===== config.mk =====
export PLATFORM = sky130hd
export DESIGN_NAME = sstl_top
export DESIGN_NICKNAME = d
export VERILOG_FILES = /design/src/design/sstl_pkg.sv /design/src/design/sstl_sync.sv /design/src/design/sstl_timer8.sv /design/src/design/sstl_top.sv
export VERILOG_INCLUDE_DIRS = /design/src /design/src/design
export SDC_FILE = /design/constraint.sdc
export NUM_CORES = 1
export LEC_CHECK = 0
export CAP_MARGIN = 25
export CORE_MARGIN = 10
export CORE_UTILIZATION = 40
export CTS_BUF_LIST = sky130_fd_sc_hd__clkbuf_8
export CTS_CLUSTER_DIAMETER = 50
export DETAILED_ROUTE_END_ITERATION = 7
export DONT_BUFFER_PORTS = 1
export SYNTH_ARGS = -nofsm -noshare
export SYNTH_HDL_FRONTEND = slang
export SYNTH_HIERARCHICAL = 1
export SYNTH_SLANG_ARGS = --single-unit

===== constraint.sdc =====
create_clock -name hclk -period 1.85 [get_ports hclk]
set_input_delay 0.0925 -clock hclk [delete_from_list [all_inputs] [get_ports hclk]]
set_output_delay 0.0925 -clock hclk [all_outputs]
set_load 0.005 [all_outputs]

===== src/design/sstl_defines.svh =====
// Purpose: Named constants of the sync signal timer link block
// Assumes: 32-bit AHB-Lite register bus, word aligned registers
// Notes:   Offsets are byte addresses
`ifndef SSTL_DEFINES_SVH
`define SSTL_DEFINES_SVH

// Register byte offsets
`define SSTL_OFF_DEC_CTRL   8'h00
`define SSTL_OFF_DEC_CMP    8'h04
`define SSTL_OFF_DIV_CTRL   8'h08
`define SSTL_OFF_DIV_CSR    8'h0c
`define SSTL_OFF_DIV_CMP    8'h10
`define SSTL_OFF_FRT_CTRL   8'h14
`define SSTL_OFF_STATUS     8'h18
`define SSTL_OFF_FRC        8'h1c
`define SSTL_OFF_ICR        8'h20
`define SSTL_OFF_CAP_SEL    8'h24
`define SSTL_OFF_FLAGS      8'h28

// Reset values
`define SSTL_RST_TCR        8'h00
`define SSTL_RST_CMP        8'hff
`define SSTL_RST_OS         4'h0
`define SSTL_RST_FRT_CMP    16'hffff

// Timer control field positions
`define SSTL_TCR_MSB        7
`define SSTL_CSR_PULSE_MODE_ENABLE       4
`define SSTL_CSR_OS_MSB     3
`define SSTL_CMP_A_MSB      7
`define SSTL_CMP_B_LSB      8
`define SSTL_CMP_B_MSB      15
`define SSTL_FRT_CKS_MSB    1
`define SSTL_FRT_COUNTER_CLEAR_CONTROL       8
`define SSTL_FRT_CAPTURE_EDGE_SELECT       9
`define SSTL_FRT_CMP_LSB    16
`define SSTL_FRT_CMP_MSB    31

// Clear select codes
`define SSTL_CLR_NONE       2'h0
`define SSTL_CLR_MATCH_A    2'h1
`define SSTL_CLR_MATCH_B    2'h2
`define SSTL_CLR_EXT        2'h3

// Clock select codes of the 8-bit timers
`define SSTL_CKS_INTERNAL   3'h1
`define SSTL_CKS_EXT_RISE   3'h5
`define SSTL_CKS_EXT_FALL   3'h6
`define SSTL_CKS_EXT_BOTH   3'h7

// Free-running timer prescale
`define SSTL_FRT_DIV2       2'h0
`define SSTL_FRT_DIV8       2'h1
`define SSTL_FRT_DIV32      2'h2
`define SSTL_PSC_M2         5'h01
`define SSTL_PSC_M8         5'h07
`define SSTL_PSC_M32        5'h1f

// Output actions per compare match
`define SSTL_OUT_KEEP       2'h0
`define SSTL_OUT_CLEAR      2'h1
`define SSTL_OUT_SET        2'h2
`define SSTL_OUT_TOGGLE     2'h3

`endif


===== src/design/sstl_pkg.sv =====
// Purpose: Types shared by the sync signal timer link block
// Assumes: Constants live in sstl_defines.svh
// Notes:   Control structs mirror the register bit layout
`default_nettype none

package sstl_pkg;

    // 8-bit timer control, bit 7 down to bit 0
    typedef struct packed {
        logic       match_b_irq_enable;
        logic       match_a_irq_enable;
        logic       overflow_irq_enable;
        logic [1:0] clear_select;
        logic [2:0] clock_select;
    } sstl_tcr_s;

    // Synchronised input with its edge pulses
    typedef struct packed {
        logic level;
        logic rise;
        logic fall;
    } sstl_edge_s;

    // Compare pair of one 8-bit timer
    typedef struct packed {
        logic [7:0] cmp_b;
        logic [7:0] cmp_a;
    } sstl_cmp_s;

endpackage

`default_nettype wire


===== src/design/sstl_sync.sv =====
// Purpose: Two-flop synchroniser with rise and fall detection
// Assumes: Input is asynchronous to hclk
// Notes:   Edges lag the pin by two to three clocks
`default_nettype none

module sstl_sync (
    // Clock and reset
    input  wire logic             hclk,
    input  wire logic             hresetn,
    // Pin and result
    input  wire logic             pin_in,
    output sstl_pkg::sstl_edge_s  sync_out
);
    import sstl_pkg::*;

    logic meta_q;
    logic sync_q;
    logic hist_q;

    // Only sync_q reads meta_q
    always_ff @(posedge hclk or negedge hresetn) begin
        if (!hresetn) begin
            meta_q <= 1'b0;
            sync_q <= 1'b0;
            hist_q <= 1'b0;
        end else begin
            meta_q <= pin_in;
            sync_q <= meta_q;
            hist_q <= sync_q;
        end
    end

    assign sync_out.level = sync_q;
    assign sync_out.rise  = sync_q & ~hist_q;
    assign sync_out.fall  = ~sync_q & hist_q;

endmodule

`default_nettype wire


===== src/design/sstl_timer8.sv =====
// Purpose: 8-bit timer with two compares, clear select and output
// Assumes: Count tick and external clear are one-cycle pulses
// Notes:   A match fires on the tick that ends count value = compare
`default_nettype none
`include "sstl_defines.svh"

module sstl_timer8 (
    // Clock and reset
    input  wire logic                hclk,
    input  wire logic                hresetn,
    // Control
    input  wire logic                count_tick,
    input  wire logic                ext_clear,
    input  wire sstl_pkg::sstl_tcr_s tcr,
    input  wire logic [3:0]          output_select,
    input  wire sstl_pkg::sstl_cmp_s cmp,
    // Results
    output logic [7:0]               timer_count,
    output logic                     match_a_event,
    output logic                     match_b_event,
    output logic                     overflow_event,
    output logic                     timer_output
);
    import sstl_pkg::*;

    logic [7:0] cnt_q;
    logic       tmo_q;
    logic       clear_now;

    // Fires value+1 ticks after clear
    assign match_a_event  = count_tick && (cnt_q == cmp.cmp_a);
    assign match_b_event  = count_tick && (cnt_q == cmp.cmp_b);
    assign overflow_event = count_tick && (cnt_q == 8'hff);

    always_comb begin
        unique case (tcr.clear_select)
            `SSTL_CLR_MATCH_A: clear_now = match_a_event;
            `SSTL_CLR_MATCH_B: clear_now = match_b_event;
            `SSTL_CLR_EXT:     clear_now = ext_clear;
            default:           clear_now = 1'b0;
        endcase
    end

    // External clear beats a coincident tick
    always_ff @(posedge hclk or negedge hresetn) begin
        if (!hresetn) begin
            cnt_q <= 8'h00;
        end else if (clear_now) begin
            cnt_q <= 8'h00;
        end else if (count_tick) begin
            cnt_q <= cnt_q + 8'h01;
        end
    end

    // A match A action other than keep wins over match B when both hit
    always_ff @(posedge hclk or negedge hresetn) begin
        if (!hresetn) begin
            tmo_q <= 1'b0;
        end else if (match_a_event && output_select[1:0] != `SSTL_OUT_KEEP) begin
            tmo_q <= (output_select[1:0] == `SSTL_OUT_TOGGLE) ? ~tmo_q : output_select[1];
        end else if (match_b_event && output_select[3:2] != `SSTL_OUT_KEEP) begin
            tmo_q <= (output_select[3:2] == `SSTL_OUT_TOGGLE) ? ~tmo_q : output_select[3];
        end
    end

    assign timer_count  = cnt_q;
    assign timer_output = tmo_q;

endmodule

`default_nettype wire


===== src/design/sstl_top.sv =====
// Purpose: Sync signal timer link with AHB-Lite register slave
// Assumes: Sync pins asynchronous to hclk; single word transfers
// Notes:   Zero wait state slave; interrupt enables are stored only
//
// Operation
// Decode timer counts every clock, cleared by horizontal rising edge.
// Decode timer match and overflow interrupt enables reset to zero.
// Compare B threshold equals value plus one clock periods.
// Decoder latches horizontal level at first match B after rise.
// Clamp A rises with horizontal rise, clamp B with its fall.
// Both clamps fall on decode timer compare A match.
// Divider timer counts horizontal rises, cleared by vertical rising edge.
// Vertical clear aligns the divided waveform with vertical sync.
// Divider output ignores match B, toggles on match A.
// Free-running counter runs at half clock with clock select 00.
// Edge select 1 captures counter on rising capture input.
// Clear control 0 keeps the free-running counter never cleared.
// Software derives periods from differences of successive captures.
// Sync inputs are synchronised so each edge gives one event.
//
// Chosen here: the AHB-Lite slave port and the placing of the registers.
`default_nettype none
`include "sstl_defines.svh"

module sstl_top (
    // Clock and reset
    input  wire logic        hclk,
    input  wire logic        hresetn,
    // AHB-Lite slave
    input  wire logic        hsel,
    input  wire logic [7:0]  haddr,
    input  wire logic [1:0]  htrans,
    input  wire logic        hwrite,
    input  wire logic [2:0]  hsize,
    input  wire logic [31:0] hwdata,
    input  wire logic        hready,
    output logic             hreadyout,
    output logic             hresp,
    output logic [31:0]      hrdata,
    // Sync inputs
    input  wire logic        horizontal_sync_in,
    input  wire logic        vertical_sync_in,
    // Waveform outputs
    output logic             decoded_pulse_out,
    output logic             clamp_wave_a,
    output logic             clamp_wave_b,
    output logic             timer_output
);
    import sstl_pkg::*;

    sstl_edge_s hs;
    sstl_edge_s vs;

    // Software state
    sstl_tcr_s  dec_tcr_q;
    sstl_tcr_s  div_tcr_q;
    sstl_cmp_s  dec_cmp_q;
    sstl_cmp_s  div_cmp_q;
    logic [3:0]  div_os_q;
    logic        div_pulse_mode_enable_q;
    logic [1:0]  frt_cks_q;
    logic        frt_counter_clear_control_q;
    logic        frt_capture_edge_select_q;
    logic [15:0] frt_cmp_q;
    logic        cap_sel_q;

    // Block state
    logic [15:0] frc_q;
    logic [15:0] icr_q;
    logic [4:0]  psc_q;
    logic        cap_prev_q;
    logic        pdc_q;
    logic        armed_q;
    logic        cl_a_q;
    logic        cl_b_q;
    logic [5:0]  flags_q;

    // Bus state
    logic        wr_pend_q;
    logic [7:0]  wr_addr_q;
    logic [31:0] rdata_q;

    logic [7:0]  dec_count;
    logic [7:0]  div_count;
    logic        dec_ma;
    logic        dec_mb;
    logic        dec_ovf;
    logic        div_ma;
    logic        div_mb;
    logic        div_ovf;
    logic        div_tmo;
    logic        frt_tick;
    logic        cap_src;
    logic        cap_event;
    logic        addr_phase;

    // Tick from a timer clock select
    function automatic logic sel_tick(input logic [2:0] sel,
                                      input logic       rise,
                                      input logic       fall);
        unique case (sel)
            `SSTL_CKS_INTERNAL: sel_tick = 1'b1;
            `SSTL_CKS_EXT_RISE: sel_tick = rise;
            `SSTL_CKS_EXT_FALL: sel_tick = fall;
            `SSTL_CKS_EXT_BOTH: sel_tick = rise | fall;
            default:            sel_tick = 1'b0;
        endcase
    endfunction

    // Pins are asynchronous to hclk
    sstl_sync u_hsync (
        .hclk     (hclk),
        .hresetn  (hresetn),
        .pin_in   (horizontal_sync_in),
        .sync_out (hs)
    );

    sstl_sync u_vsync (
        .hclk     (hclk),
        .hresetn  (hresetn),
        .pin_in   (vertical_sync_in),
        .sync_out (vs)
    );

    // Decode timer for pulse decoding and clamps
    sstl_timer8 u_decode_timer (
        .hclk           (hclk),
        .hresetn        (hresetn),
        .count_tick     (sel_tick(dec_tcr_q.clock_select, hs.rise, hs.fall)),
        .ext_clear      (hs.rise),
        .tcr            (dec_tcr_q),
        .output_select  (`SSTL_RST_OS),
        .cmp            (dec_cmp_q),
        .timer_count    (dec_count),
        .match_a_event  (dec_ma),
        .match_b_event  (dec_mb),
        .overflow_event (dec_ovf),
        .timer_output   ()
    );

    // Divider timer; vertical clear keeps its output phase locked to frames
    sstl_timer8 u_divider_timer (
        .hclk           (hclk),
        .hresetn        (hresetn),
        .count_tick     (sel_tick(div_tcr_q.clock_select, hs.rise, hs.fall)),
        .ext_clear      (vs.rise),
        .tcr            (div_tcr_q),
        .output_select  (div_os_q),
        .cmp            (div_cmp_q),
        .timer_count    (div_count),
        .match_a_event  (div_ma),
        .match_b_event  (div_mb),
        .overflow_event (div_ovf),
        .timer_output   (div_tmo)
    );

    // Pulse width decoder: one sample per horizontal period
    always_ff @(posedge hclk or negedge hresetn) begin
        if (!hresetn) begin
            armed_q <= 1'b0;
            pdc_q   <= 1'b0;
        end else begin
            if (hs.rise) begin
                armed_q <= 1'b1;
            end else if (dec_mb && armed_q) begin
                armed_q <= 1'b0;
            end
            if (dec_mb && armed_q) begin
                pdc_q <= hs.level;
            end
        end
    end

    // Clamp waveforms; the setting edge (rise for A, fall for B) beats a coincident match A
    always_ff @(posedge hclk or negedge hresetn) begin
        if (!hresetn) begin
            cl_a_q <= 1'b0;
            cl_b_q <= 1'b0;
        end else begin
            if (hs.rise) begin
                cl_a_q <= 1'b1;
            end else if (dec_ma) begin
                cl_a_q <= 1'b0;
            end
            if (hs.fall) begin
                cl_b_q <= 1'b1;
            end else if (dec_ma) begin
                cl_b_q <= 1'b0;
            end
        end
    end

    // Free-running timer prescaler
    always_ff @(posedge hclk or negedge hresetn) begin
        if (!hresetn) begin
            psc_q <= 5'h00;
        end else begin
            psc_q <= psc_q + 5'h01;
        end
    end

    always_comb begin
        unique case (frt_cks_q)
            `SSTL_FRT_DIV2:  frt_tick = (psc_q[0] == `SSTL_PSC_M2);
            `SSTL_FRT_DIV8:  frt_tick = ((psc_q & `SSTL_PSC_M8) == `SSTL_PSC_M8);
            `SSTL_FRT_DIV32: frt_tick = (psc_q == `SSTL_PSC_M32);
            default:         frt_tick = 1'b0;
        endcase
    end

    always_ff @(posedge hclk or negedge hresetn) begin
        if (!hresetn) begin
            frc_q <= 16'h0000;
        end else if (frt_counter_clear_control_q && frt_tick && frc_q == frt_cmp_q) begin
            frc_q <= 16'h0000;
        end else if (frt_tick) begin
            frc_q <= frc_q + 16'h0001;
        end
    end

    // Capture from divided waveform or vertical input
    assign cap_src   = cap_sel_q ? vs.level : div_tmo;
    assign cap_event = frt_capture_edge_select_q ? (cap_src & ~cap_prev_q) : (~cap_src & cap_prev_q);

    always_ff @(posedge hclk or negedge hresetn) begin
        if (!hresetn) begin
            cap_prev_q <= 1'b0;
            icr_q      <= 16'h0000;
        end else begin
            cap_prev_q <= cap_src;
            if (cap_event) begin
                icr_q <= frc_q;
            end
        end
    end

    // AHB-Lite address phase
    assign addr_phase = hsel && htrans[1] && hready;

    always_ff @(posedge hclk or negedge hresetn) begin
        if (!hresetn) begin
            wr_pend_q <= 1'b0;
            wr_addr_q <= 8'h00;
        end else if (hready) begin
            wr_pend_q <= addr_phase && hwrite;
            wr_addr_q <= haddr;
        end
    end

    wire wr_ctl = wr_pend_q;

    // Control registers written in the data phase
    always_ff @(posedge hclk or negedge hresetn) begin
        if (!hresetn) begin
            dec_tcr_q  <= sstl_tcr_s'(`SSTL_RST_TCR);
            div_tcr_q  <= sstl_tcr_s'(`SSTL_RST_TCR);
            dec_cmp_q  <= {`SSTL_RST_CMP, `SSTL_RST_CMP};
            div_cmp_q  <= {`SSTL_RST_CMP, `SSTL_RST_CMP};
            div_os_q   <= `SSTL_RST_OS;
            div_pulse_mode_enable_q <= 1'b0;
            frt_cks_q  <= `SSTL_FRT_DIV2;
            frt_counter_clear_control_q <= 1'b0;
            frt_capture_edge_select_q <= 1'b0;
            frt_cmp_q  <= `SSTL_RST_FRT_CMP;
            cap_sel_q  <= 1'b0;
        end else if (wr_ctl) begin
            unique case (wr_addr_q)
                `SSTL_OFF_DEC_CTRL: dec_tcr_q <= sstl_tcr_s'(hwdata[`SSTL_TCR_MSB:0]);
                `SSTL_OFF_DEC_CMP:  dec_cmp_q <= hwdata[`SSTL_CMP_B_MSB:0];
                `SSTL_OFF_DIV_CTRL: div_tcr_q <= sstl_tcr_s'(hwdata[`SSTL_TCR_MSB:0]);
                `SSTL_OFF_DIV_CSR: begin
                    div_pulse_mode_enable_q <= hwdata[`SSTL_CSR_PULSE_MODE_ENABLE];
                    div_os_q   <= hwdata[`SSTL_CSR_OS_MSB:0];
                end
                `SSTL_OFF_DIV_CMP:  div_cmp_q <= hwdata[`SSTL_CMP_B_MSB:0];
                `SSTL_OFF_FRT_CTRL: begin
                    frt_cks_q  <= hwdata[`SSTL_FRT_CKS_MSB:0];
                    frt_counter_clear_control_q <= hwdata[`SSTL_FRT_COUNTER_CLEAR_CONTROL];
                    frt_capture_edge_select_q <= hwdata[`SSTL_FRT_CAPTURE_EDGE_SELECT];
                    frt_cmp_q  <= hwdata[`SSTL_FRT_CMP_MSB:`SSTL_FRT_CMP_LSB];
                end
                `SSTL_OFF_CAP_SEL:  cap_sel_q <= hwdata[0];
                default: ;
            endcase
        end
    end

    // Sticky event flags; write 0 clears, a new event wins
    wire [5:0] flag_set = {cap_event, div_ovf, div_ma, dec_ovf, dec_mb, dec_ma};
    wire       flag_wr  = wr_ctl && wr_addr_q == `SSTL_OFF_FLAGS;

    always_ff @(posedge hclk or negedge hresetn) begin
        if (!hresetn) begin
            flags_q <= 6'h00;
        end else begin
            flags_q <= flag_set | (flag_wr ? (flags_q & hwdata[5:0]) : flags_q);
        end
    end

    // Read data taken in the address phase
    function automatic logic [31:0] rd_mux(input logic [7:0] a);
        unique case (a)
            `SSTL_OFF_DEC_CTRL: rd_mux = {24'h000000, dec_tcr_q};
            `SSTL_OFF_DEC_CMP:  rd_mux = {16'h0000, dec_cmp_q};
            `SSTL_OFF_DIV_CTRL: rd_mux = {24'h000000, div_tcr_q};
            `SSTL_OFF_DIV_CSR:  rd_mux = {27'h0000000, div_pulse_mode_enable_q, div_os_q};
            `SSTL_OFF_DIV_CMP:  rd_mux = {16'h0000, div_cmp_q};
            `SSTL_OFF_FRT_CTRL: rd_mux = {frt_cmp_q, 6'h00, frt_capture_edge_select_q, frt_counter_clear_control_q, 6'h00, frt_cks_q};
            `SSTL_OFF_STATUS:   rd_mux = {12'h000, div_tmo, cl_b_q, cl_a_q, pdc_q, div_count, dec_count};
            `SSTL_OFF_FRC:      rd_mux = {16'h0000, frc_q};
            `SSTL_OFF_ICR:      rd_mux = {16'h0000, icr_q};
            `SSTL_OFF_CAP_SEL:  rd_mux = {31'h00000000, cap_sel_q};
            `SSTL_OFF_FLAGS:    rd_mux = {26'h0000000, flags_q};
            default:            rd_mux = 32'h00000000;
        endcase
    endfunction

    always_ff @(posedge hclk or negedge hresetn) begin
        if (!hresetn) begin
            rdata_q <= 32'h00000000;
        end else if (addr_phase && !hwrite) begin
            rdata_q <= rd_mux(haddr);
        end
    end

    // Zero wait states, always OKAY
    assign hreadyout = 1'b1;
    assign hresp     = 1'b0;
    assign hrdata    = rdata_q;

    assign decoded_pulse_out = pdc_q;
    assign clamp_wave_a      = cl_a_q;
    assign clamp_wave_b      = cl_b_q;
    assign timer_output      = div_tmo;

endmodule

`default_nettype wire

==> metrics, run 1 <==
Sequential Power Share 0.523; post-route insts no fill 1238; WP depth 5; clock-pin transition on the worst setup and hold timing paths 0.09 ns; Final Skew 0.0160 ns; crit path max-delay cell type or3b_4; r2r worst-path depth 5; Post-Route WL 28700 um; status complete, but fails checks; Fin. Hold Viols 186; Syn Std Cell Area 0.00933 sq mm; crit end category flop; Die X 173 um; initial antenna violation count 2; share of cells above drive strength 1 0.399; clock sinks 186; CTS tree done; Avg Cell Area, Syn 11.6 sq um; post-synth net total 862; CTS H-tree depth 4; worst slew pin tran 1.02 ns; CP max FO 8; relative slew slack 0.317; leakage power 0.00500 uW; clk_lat worst skew 0.47 ns; crit path DAT 2.36 ns; DRC viols 0; M1 GR Usage 0.243; Routed Antenna Nets 0; Slew Limit Fails 0; total die area 0.0298 sq mm; failing checks hold timing, setup timing; vias in the first global route 6945; CP Class reg -> reg; first-pass GRT wire length 43300 um; Pre-Repair DR Iteration Count 7; Vias/cell 5.60; # rows 55; Placer Congestion 0.912; Peak VDD IR 0.389 mV; final core occ 0.511; Layout area overhead 24.8%; Max clock buf depth 2; initial core utilization 0.410; Die Ht 173 um; RSZ-0062 raised after global routing yes; final worst slack -0.158 ns; Mapped Cells 804; Internal Power 6500 uW; grt ovf 0; hold-fix buffer count after cts 44; port bufs 0; placed cell area 0.0102 sq mm; Ys Warns 6; max-cap violations 0; Clock Root Buffer clkbuf_8; critical path startpoint category flop; initial DRC count 600; placed insts 1147; Core ar. 0.0228 sq mm; largest net degree at the start of global routing 187; switching portion of total power 0.287; combinational share of power 0.162; min Tclk post-route 2.01 ns; nets 969; Ports 90; final worst path period share 1.09; CP peak stage delay 0.41 ns; crit-path cells or3b_4 -> or3_4 -> nor3b_4 -> buf_12 -> mux2_2; met3 GRT Util 0.0555; pwr dens 783 mW/mm^2; final setup violation count 59; GR peak layer met2; gr usage total 0.187; WL/cell 23.1 um; clock power share 0.315; number of buffers and inverters on the critical path 1; Worst path top cell family by delay simple AND/OR/NAND/NOR gates; hold crit path type in -> async; GR Util met2 0.296; P_sw 2610 uW; Num CTS Buffers 17; Vias 6934; WHS -0.673 ns; Crit path required time 2.20 ns; cell area after layout 0.0116 sq mm; max frequency 0.498 GHz; Post-DP HPWL 20000 um
## power by group through the flow
stage	clock network, uW	registers (uW)	logic, uW
after detailed placement	0	4830	1180
after global placement	0	4840	1160
after floorplan	0	4650	895
final	2870	4760	1470
after CTS	2940	4760	1380
after global routing	3110	4810	1590
## metal layers
metal / share of wire / routed length (um)
met1: 0.43 / 12300
met2: 0.47 / 13500
met3: 0.079 / 2270
met4: 0.021 / 608
met5: 0.00045 / 13
## worst reg2reg max path: cells and delay by family, from the launching register on
family | cells | cell delay [ns]
buffers and inverters | 1 | 0.17
DFF | 1 | 0.39
muxes | 1 | 0.33
and+or+nand+nor | 3 | 1.01
## cell usage in the layout, fill, tap and decap left out, types with 9 or more instances in the layout
master	n
nor2b_1	9
mux2i_1	17
nor3_1	16
dfstp_2	48
buf_4	74
a22o_1	17
nand2_1	52
xor2_1	49
dlygate4sd3_1	43
xnor2_1	24
nand4_1	14
clkbuf_8	17
mux2_4	23
dfrtp_1	137
o21ai_0	10
inv_1	11
o22ai_1	10
a22oi_1	18
nor2_2	10
mux2_2	89
nand3_1	20
buf_6	10
nor2_1	36
## final timing paths
kind | start | to | slack [ns]
hold reg to reg | u_vsync/meta_q | u_vsync/sync_q | 0.36
setup / recovery | wr_addr_q[7] | dec_tcr_q[7] | -0.16
min in group hclk | haddr[2] | hrdata[15] | 0.02
max in group asynchronous | hresetn | frt_cmp_q[3] | 2.07
setup reg to reg | wr_addr_q[7] | dec_tcr_q[7] | -0.16
hold / removal | hresetn | u_vsync/meta_q | -0.67
## registers in the layout, summed over array words and instances (netlist names), 2 cells and up
signal,count
psc_q,5
dec_tcr_q,8
frc_q,16
div_tcr_q,8
u_divider_timer/timer_count,8
flags_q,6
div_os_q,4
wr_addr_q,8
div_cmp_q,16
dec_cmp_q,16
frt_cmp_q,16
frt_cks_q,2
icr_q,16
u_decode_timer/timer_count,8
hrdata,32
## metrics by stage
stage / TNS [ns] / setup slack [ns] / power (uW)
6_report: -3.89 / -0.158 / 9110
5_1_grt: -9.84 / -0.214 / 9500
4_1_cts: -3.94 / -0.157 / 9080
3_5_place_dp: -4.46 / -0.170 / 6010
3_3_place_gp: -3.15 / -0.122 / 6000
2_1_floorplan: -2.14 / -0.118 / 5540
## area by class of cell
cell class,instances,area [sq um]
inverters,10,37.5
clock inverters,15,175
clock buffers,17,234
repair buffers,138,1310
flip-flops and latches,186,4720
well taps,313,392
fillers,1990,11100
diodes,1,2.50
multi-input cells,558,4770
## what timing repair did
action,in CTS,in global routing
pin swaps,22,28
setup endpoints to repair,58,132
endpoints found under the hold margin,292,186
buffers inserted,9,5
resized for setup,48,65
gates cloned,1,1
(Power assumes the default switching activity.)
==> inputs of run 2 (changes only) <==
PLACE_DENSITY_LB_ADDON = 0.08   (was default)
==> run 2 against run 1 <==
The run still ends with hold timing, setup timing left; combinational power grew 12%; global-route usage grew 1.4 points; setup slack lost 0.020 ns; first-iteration DRC count shrank 18%; clock power is essentially flat; cell area grew 3.3%; register-to-register slack lost 0.02 ns; clock skew shrank 0.0011 ns; power grew 1.5%.
==> metrics, run 2 (same netlist as run 1, synthesis figures left out) <==
port bufs 0 (unchanged); Layout area overhead 28.9%; combinational share of power 0.177 (+0.015); Reg2Reg Launch Point u_hsync/sync_q; CP max FO 4 (-4); max FFs per register 32 (unchanged); failing checks hold timing, setup timing; share of cells above drive strength 1 0.431 (+0.0312); post-route insts no fill 1270 (+2.6%); clock sinks 186 (unchanged); Die X 173 um (unchanged); Antenna Cells 0 (-1); r2r worst-path depth 8 (+3); nets 1002 (+3.4%); clock power share 0.311 (-0.004); critical path startpoint category flop; Vias 6939 (+0.072%); RSZ-0062 raised after global routing yes; Sequential Power Share 0.512 (-0.011); placed insts 1171 (+2.1%); Routed Antenna Nets 0 (unchanged); max frequency 0.493 GHz (-0.97%); grt ovf 0 (unchanged); vias in the first global route 7359 (+6.0%); # rows 55 (unchanged); final worst slack -0.178 ns (-0.0197 ns); WHS -0.694 ns (-0.0215 ns); largest net degree at the start of global routing 187 (unchanged); CP Class reg -> reg; hold crit path type in -> async; Clock Root Buffer clkbuf_8; gr usage total 0.201 (+0.0138); commonest non-fill, non-tap cell in the layout dfrtp_1; register-to-register setup slack -0.18 ns (-0.02 ns); Fin. Hold Viols 186 (unchanged); crit end category flop; Slew Limit Fails 0 (unchanged); relative slew slack 0.267 (-0.0499); footprint of the multi-input gates 0.00489 sq mm (+2.6%); crit-path cells and2b_2 -> buf_6 -> a22o_1 -> a22o_4 -> and4_4 -> and3_4 -> nand2_2 -> mux2_4; clock-pin transition on the worst setup and hold timing paths 0.11 ns (+0.02 ns); initial antenna violation count 0 (-2); Max clock buf depth 2 (unchanged); Peak VDD IR 0.470 mV (+21%); initial DRC count 493 (-18%); Pre-Repair DR Iteration Count 5 (-2); P_sw 2750 uW (+5.4%); initial core utilization 0.410 (unchanged); first-pass GRT wire length 46200 um (+6.6%); Ports 90 (unchanged); Crit path required time 2.22 ns (+0.02 ns); most frequent cells in the layout dfrtp_1 (138), buf_4 (99), mux2_2 (87); register area 0.00471 sq mm (about the same); min Tclk post-route 2.03 ns (+0.0197 ns); Num CTS Buffers 17 (unchanged); switching portion of total power 0.298 (+0.0110); FF-to-FF End decoded_pulse_out; status complete, but fails checks; clk_lat worst skew 0.47 ns (about the same); pwr dens 769 mW/mm^2 (-1.8%); Post-DP HPWL 21100 um (+5.4%); CTS H-tree depth 4 (unchanged); Post-Route WL 30400 um (+6.2%); Placer Congestion 0.897 (-1.7%); filler instances 2041 (+2.6%); hold-fix buffer count after cts 45 (+2.3%); final setup violation count 47 (-20%); Die Ht 173 um (unchanged); crit path DAT 2.39 ns (+0.03 ns); final worst path period share 1.10 (+0.0106); Vias/cell 5.46 (-2.4%); total die area 0.0298 sq mm (unchanged); DRC viols 0 (unchanged); crit path max-delay cell type dfrtp_1; CP peak stage delay 0.39 ns (-0.02 ns); WL/cell 24.0 um (+3.5%); leakage power 0.00524 uW (+4.7%); Core ar. 0.0228 sq mm (unchanged); Final Skew 0.0149 ns (-0.00106 ns); max-cap violations 0 (unchanged); CTS tree done; Internal Power 6490 uW (about the same); final core occ 0.528 (+0.0170); worst slew pin tran 1.10 ns (+0.0746 ns)
run 2: layout make-up:
| type | instances | area share |
|---|---|---|
| clock inverter | 14 | 0.0134 |
| tap | 313 | 0.0326 |
| sequential | 186 | 0.392 |
| inverter | 10 | 0.00333 |
| multi-input combinational | 558 | 0.407 |
| clock buffer | 18 | 0.0206 |
| timing repair buffer | 171 | 0.131 |
run 2: power by group through the flow:
stage | sequential (uW) | combinational, uW | clock [uW]
after global routing | 4770 | 1760 | 3120
after floorplan | 4650 | 895 | 0
after detailed placement | 4800 | 1320 | 0
final | 4740 | 1640 | 2870
after CTS | 4730 | 1540 | 2960
after global placement | 4790 | 1320 | 0
run 2: worst max-delay path, delay by kind of cell, from the launching register on:
kind / cells / cell delay [ns]
flops: 1 / 0.39
compound gates: 2 / 0.47
buf+inv: 1 / 0.12
mux: 1 / 0.29
simple gates: 4 / 0.64
run 2: per-stage QoR:
stage	worst slack, ns	power [uW]	setup TNS (ns)	cell area (sq um)
2_1_floorplan	-0.118	5540	-2.14	9370
3_3_place_gp	-0.458	6100	-14.20	10400
3_5_place_dp	-0.415	6120	-11.87	10400
4_1_cts	-0.196	9230	-6.69	11600
5_1_grt	-0.245	9660	-9.77	12000
6_report	-0.178	9250	-5.83	12000
run 2: worst max-delay path by stage:
stage / from / to / slack [ns] / depth (start not counted)
4_1_cts: u_hsync/sync_q / decoded_pulse_out / -0.20 / 8
3_3_place_gp: psc_q[0] / frc_q[11] / -0.46 / 7
3_5_place_dp: u_hsync/sync_q / u_divider_timer/timer_count[1] / -0.42 / 9
5_1_grt: u_hsync/sync_q / u_decode_timer/timer_count[7] / -0.24 / 9
2_1_floorplan: wr_addr_q[7] / dec_cmp_q[10] / -0.12 / 5
6_report: u_hsync/sync_q / decoded_pulse_out / -0.18 / 8
run 2: per-layer routing:
metal / track usage / vias to the layer above / share of wire
met2: 0.320 / 189 / 0.47
li1: - / 3178 / -
met4: 0.0543 / 0 / 0.021
met1: 0.267 / 3536 / 0.44
met5: 0 / - / 0
met3: 0.0512 / 36 / 0.062
run 2: timing repair:
| action | CTS | global route |
|---|---|---|
| resized for setup | 74 | 80 |
| endpoints found under the setup margin | 89 | 97 |
| setup buffers | 11 | 10 |
| pin swaps | 34 | 34 |
| endpoints found under the hold margin | 292 | 186 |
| gates cloned | 3 | 0 |
==> inputs of run 3 (changes only) <==
ABC_AREA = 1   (was default)
==> run 3 against run 2 <==
The flow still finishes with violations (hold timing, setup timing); clock skew rose by 0.0011 ns; register-to-register slack improved by 0.17 ns; via count rose by 26%; power fell by 4.5%; sequential power rose by 1%; core utilization fell by 5.2 points; combinational power fell by 13%.
==> metrics, run 3 <==
WL/cell 17.8 um (-26%); Core ar. 0.0242 sq mm (+6.5%); Clock Root Buffer clkbuf_8; total die area 0.0313 sq mm (+4.9%); max frequency 0.537 GHz (+8.9%); Final Skew 0.0160 ns (+0.00110 ns); cell area after layout 0.0115 sq mm (-4.1%); Place WS -0.201 ns (+0.215 ns); Antenna Cells 0 (unchanged); RSZ-0062 raised after global routing yes; WHS -0.688 ns (+0.00611 ns); CP peak stage delay 0.42 ns (+0.03 ns); nets 1489 (+49%); CP max FO 8 (+4); Placer Congestion 0.897 (about the same); clock sinks 186 (unchanged); crit path max-delay cell type dfrtp_1; port bufs 0 (unchanged); pwr dens 766 mW/mm^2 (-0.42%); relative slew slack 0.536 (+0.268); hold-fix buffer count after cts 45 (unchanged); clock power share 0.296 (-0.015); crit-path cells inv_2 -> nor2_4 -> nand2_1 -> a22oi_1 -> buf_4 -> inv_4 -> a21oi_2 -> nand3_1 -> nor2_1 -> nand3_1 -> nand3_4 -> nor2_1; gr usage total 0.202 (+0.00142); Slew Limit Fails 0 (unchanged); combinational share of power 0.161 (-0.016); CTS H-tree depth 4 (unchanged); Post-Route WL 31400 um (+3.3%); clock-pin transition on the worst setup and hold timing paths 0.10 ns (about the same); Avg Cell Area, Syn 7.29 sq um (-37%); min Tclk post-route 1.86 ns (-0.166 ns); largest net degree at the start of global routing 187 (unchanged); Fin. Hold Viols 186 (unchanged); max-cap violations 0 (unchanged); initial antenna violation count 0 (unchanged); Vias 8772 (+26%); final setup violation count 2 (-96%); vias in the first global route 8546 (+16%); Num CTS Buffers 17 (unchanged); most frequent cells in the layout nand2_1 (443), inv_1 (162), nor2_1 (145); Internal Power 6010 uW (-7.5%); Post-DP HPWL 23300 um (+10%); leakage power 0.00608 uW (+16%); worst slew pin tran 0.695 ns (-0.400 ns); grt ovf 0 (unchanged); Crit path required time 2.21 ns (about the same); placed cell area 0.0105 sq mm (+0.89%); Ports 90 (unchanged); Ys Warns 6 (unchanged); Layout area overhead 17.0%; switching portion of total power 0.319 (+0.0215); failing checks hold timing, setup timing; clk_lat worst skew 0.48 ns (about the same); total power 8830 uW (-4.5%); initial DRC count 695 (+41%); crit path DAT 2.22 ns (-0.17 ns); initial core utilization 0.406 (-0.00331); CP Class reg -> reg; hold crit path type in -> async; final worst path period share 1.01 (-0.0900); max FFs per register 32 (unchanged); final core occ 0.475 (-0.0525); commonest non-fill, non-tap cell in the layout nand2_1; Mapped Cells 1352 (+68%); Die Ht 177 um (+2.4%); Sequential Power Share 0.543 (+0.031); status complete, but fails checks; DRC viols 0 (unchanged); # rows 57 (+3.6%); P_sw 2820 uW (+2.4%); Pre-Repair DR Iteration Count 6 (+1); Max clock buf depth 2 (unchanged); first-pass GRT wire length 49200 um (+6.4%); Die X 177 um (+2.4%); share of cells above drive strength 1 0.145 (-0.285); Worst path top cell family by delay simple AND/OR/NAND/NOR gates; crit end category flop; final worst slack -0.0115 ns (+0.166 ns); Routed Antenna Nets 0 (unchanged); critical path startpoint category flop; Syn Std Cell Area 0.00985 sq mm (+5.6%); Peak VDD IR 0.322 mV (-31%); post-synth net total 1410 (+64%); CTS tree done; Vias/cell 4.96 (-9.2%); number of buffers and inverters on the critical path 3 (+2)
## run 3: changes by cell type in the layout (fill, tap and decap cells not counted), sizes merged, moves of 19 or more
| cell | change |
|---|---|
| buf | -71 |
| inv | +162 |
| mux2 | -112 |
| nand2 | +397 |
| nand3 | +90 |
| nor2 | +114 |
| nor3 | -19 |
| o21ai | +110 |
| xnor2 | -19 |
| xor2 | -40 |
## run 3: power groups by stage
stage / logic (uW) / registers [uW] / clock network (uW)
2_1_floorplan: 878 / 4720 / 0
3_3_place_gp: 1200 / 4860 / 0
3_5_place_dp: 1210 / 4860 / 0
4_1_cts: 1330 / 4790 / 2700
5_1_grt: 1610 / 4840 / 2890
6_report: 1420 / 4800 / 2610
## run 3: worst paths after layout
| check | endpoint | slack [ns] | depth (start not counted) | startpoint |
|---|---|---|---|---|
| setup / recovery | u_divider_timer/timer_count[6] | -0.01 | 12 | u_hsync/hist_q |
| hold / removal | u_decode_timer/timer_count[2] | -0.69 | 0 | hresetn |
| setup reg to reg | u_divider_timer/timer_count[6] | -0.01 | 12 | u_hsync/hist_q |
| hold reg to reg | u_vsync/sync_q | 0.36 | 0 | u_vsync/meta_q |
| max in group asynchronous | dec_cmp_q[2] | 2.13 | 0 | hresetn |
| min in group hclk | hrdata[30] | 0.08 | 4 | haddr[2] |
## run 3: layout make-up
cell class              count  area, sq um
flip-flops and latches    186         4720
repair buffers            100          902
clock buffers              19          262
inverters                 175          659
well taps                 324          405
clock inverters            13         98.8
multi-input cells         951         4480
fillers                  2549        12700
## run 3: per-stage QoR
stage	setup TNS [ns]	hold slack (ns)	instances
global placement	-0.777	-0.191	1685
finish	-0.0197	-0.688	1768
CTS	-0.0472	-0.723	1766
floorplan	0	-0.203	1352
global route	-1.81	-0.735	1768
detailed placement	-2.53	-0.191	1685
## run 3: timing repair
action | CTS | global route
buffers inserted | 4 | 2
endpoints found under the setup margin | 34 | 71
endpoints found under the hold margin | 291 | 186
resized for setup | 14 | 49
pin swaps | 9 | 22
## run 3: worst reg2reg max path, stage by stage, from the launching register on
cell,delay (ns)
dfrtp_1,0.42
inv_2,0.06
nor2_4,0.13
nand2_1,0.06
a22oi_1,0.14
buf_4,0.19
inv_4,0.06
a21oi_2,0.09
nand3_1,0.08
nor2_1,0.16
nand3_1,0.13
nand3_4,0.16
nor2_1,0.06
## run 3: metal layers
metal  wire (um)  GRT usage  up-vias
li1            -          -     4384
met4         528     0.0497        0
met1       14200      0.268     4175
met2       15400      0.339      187
met5           0          0        -
met3        1200     0.0322       26
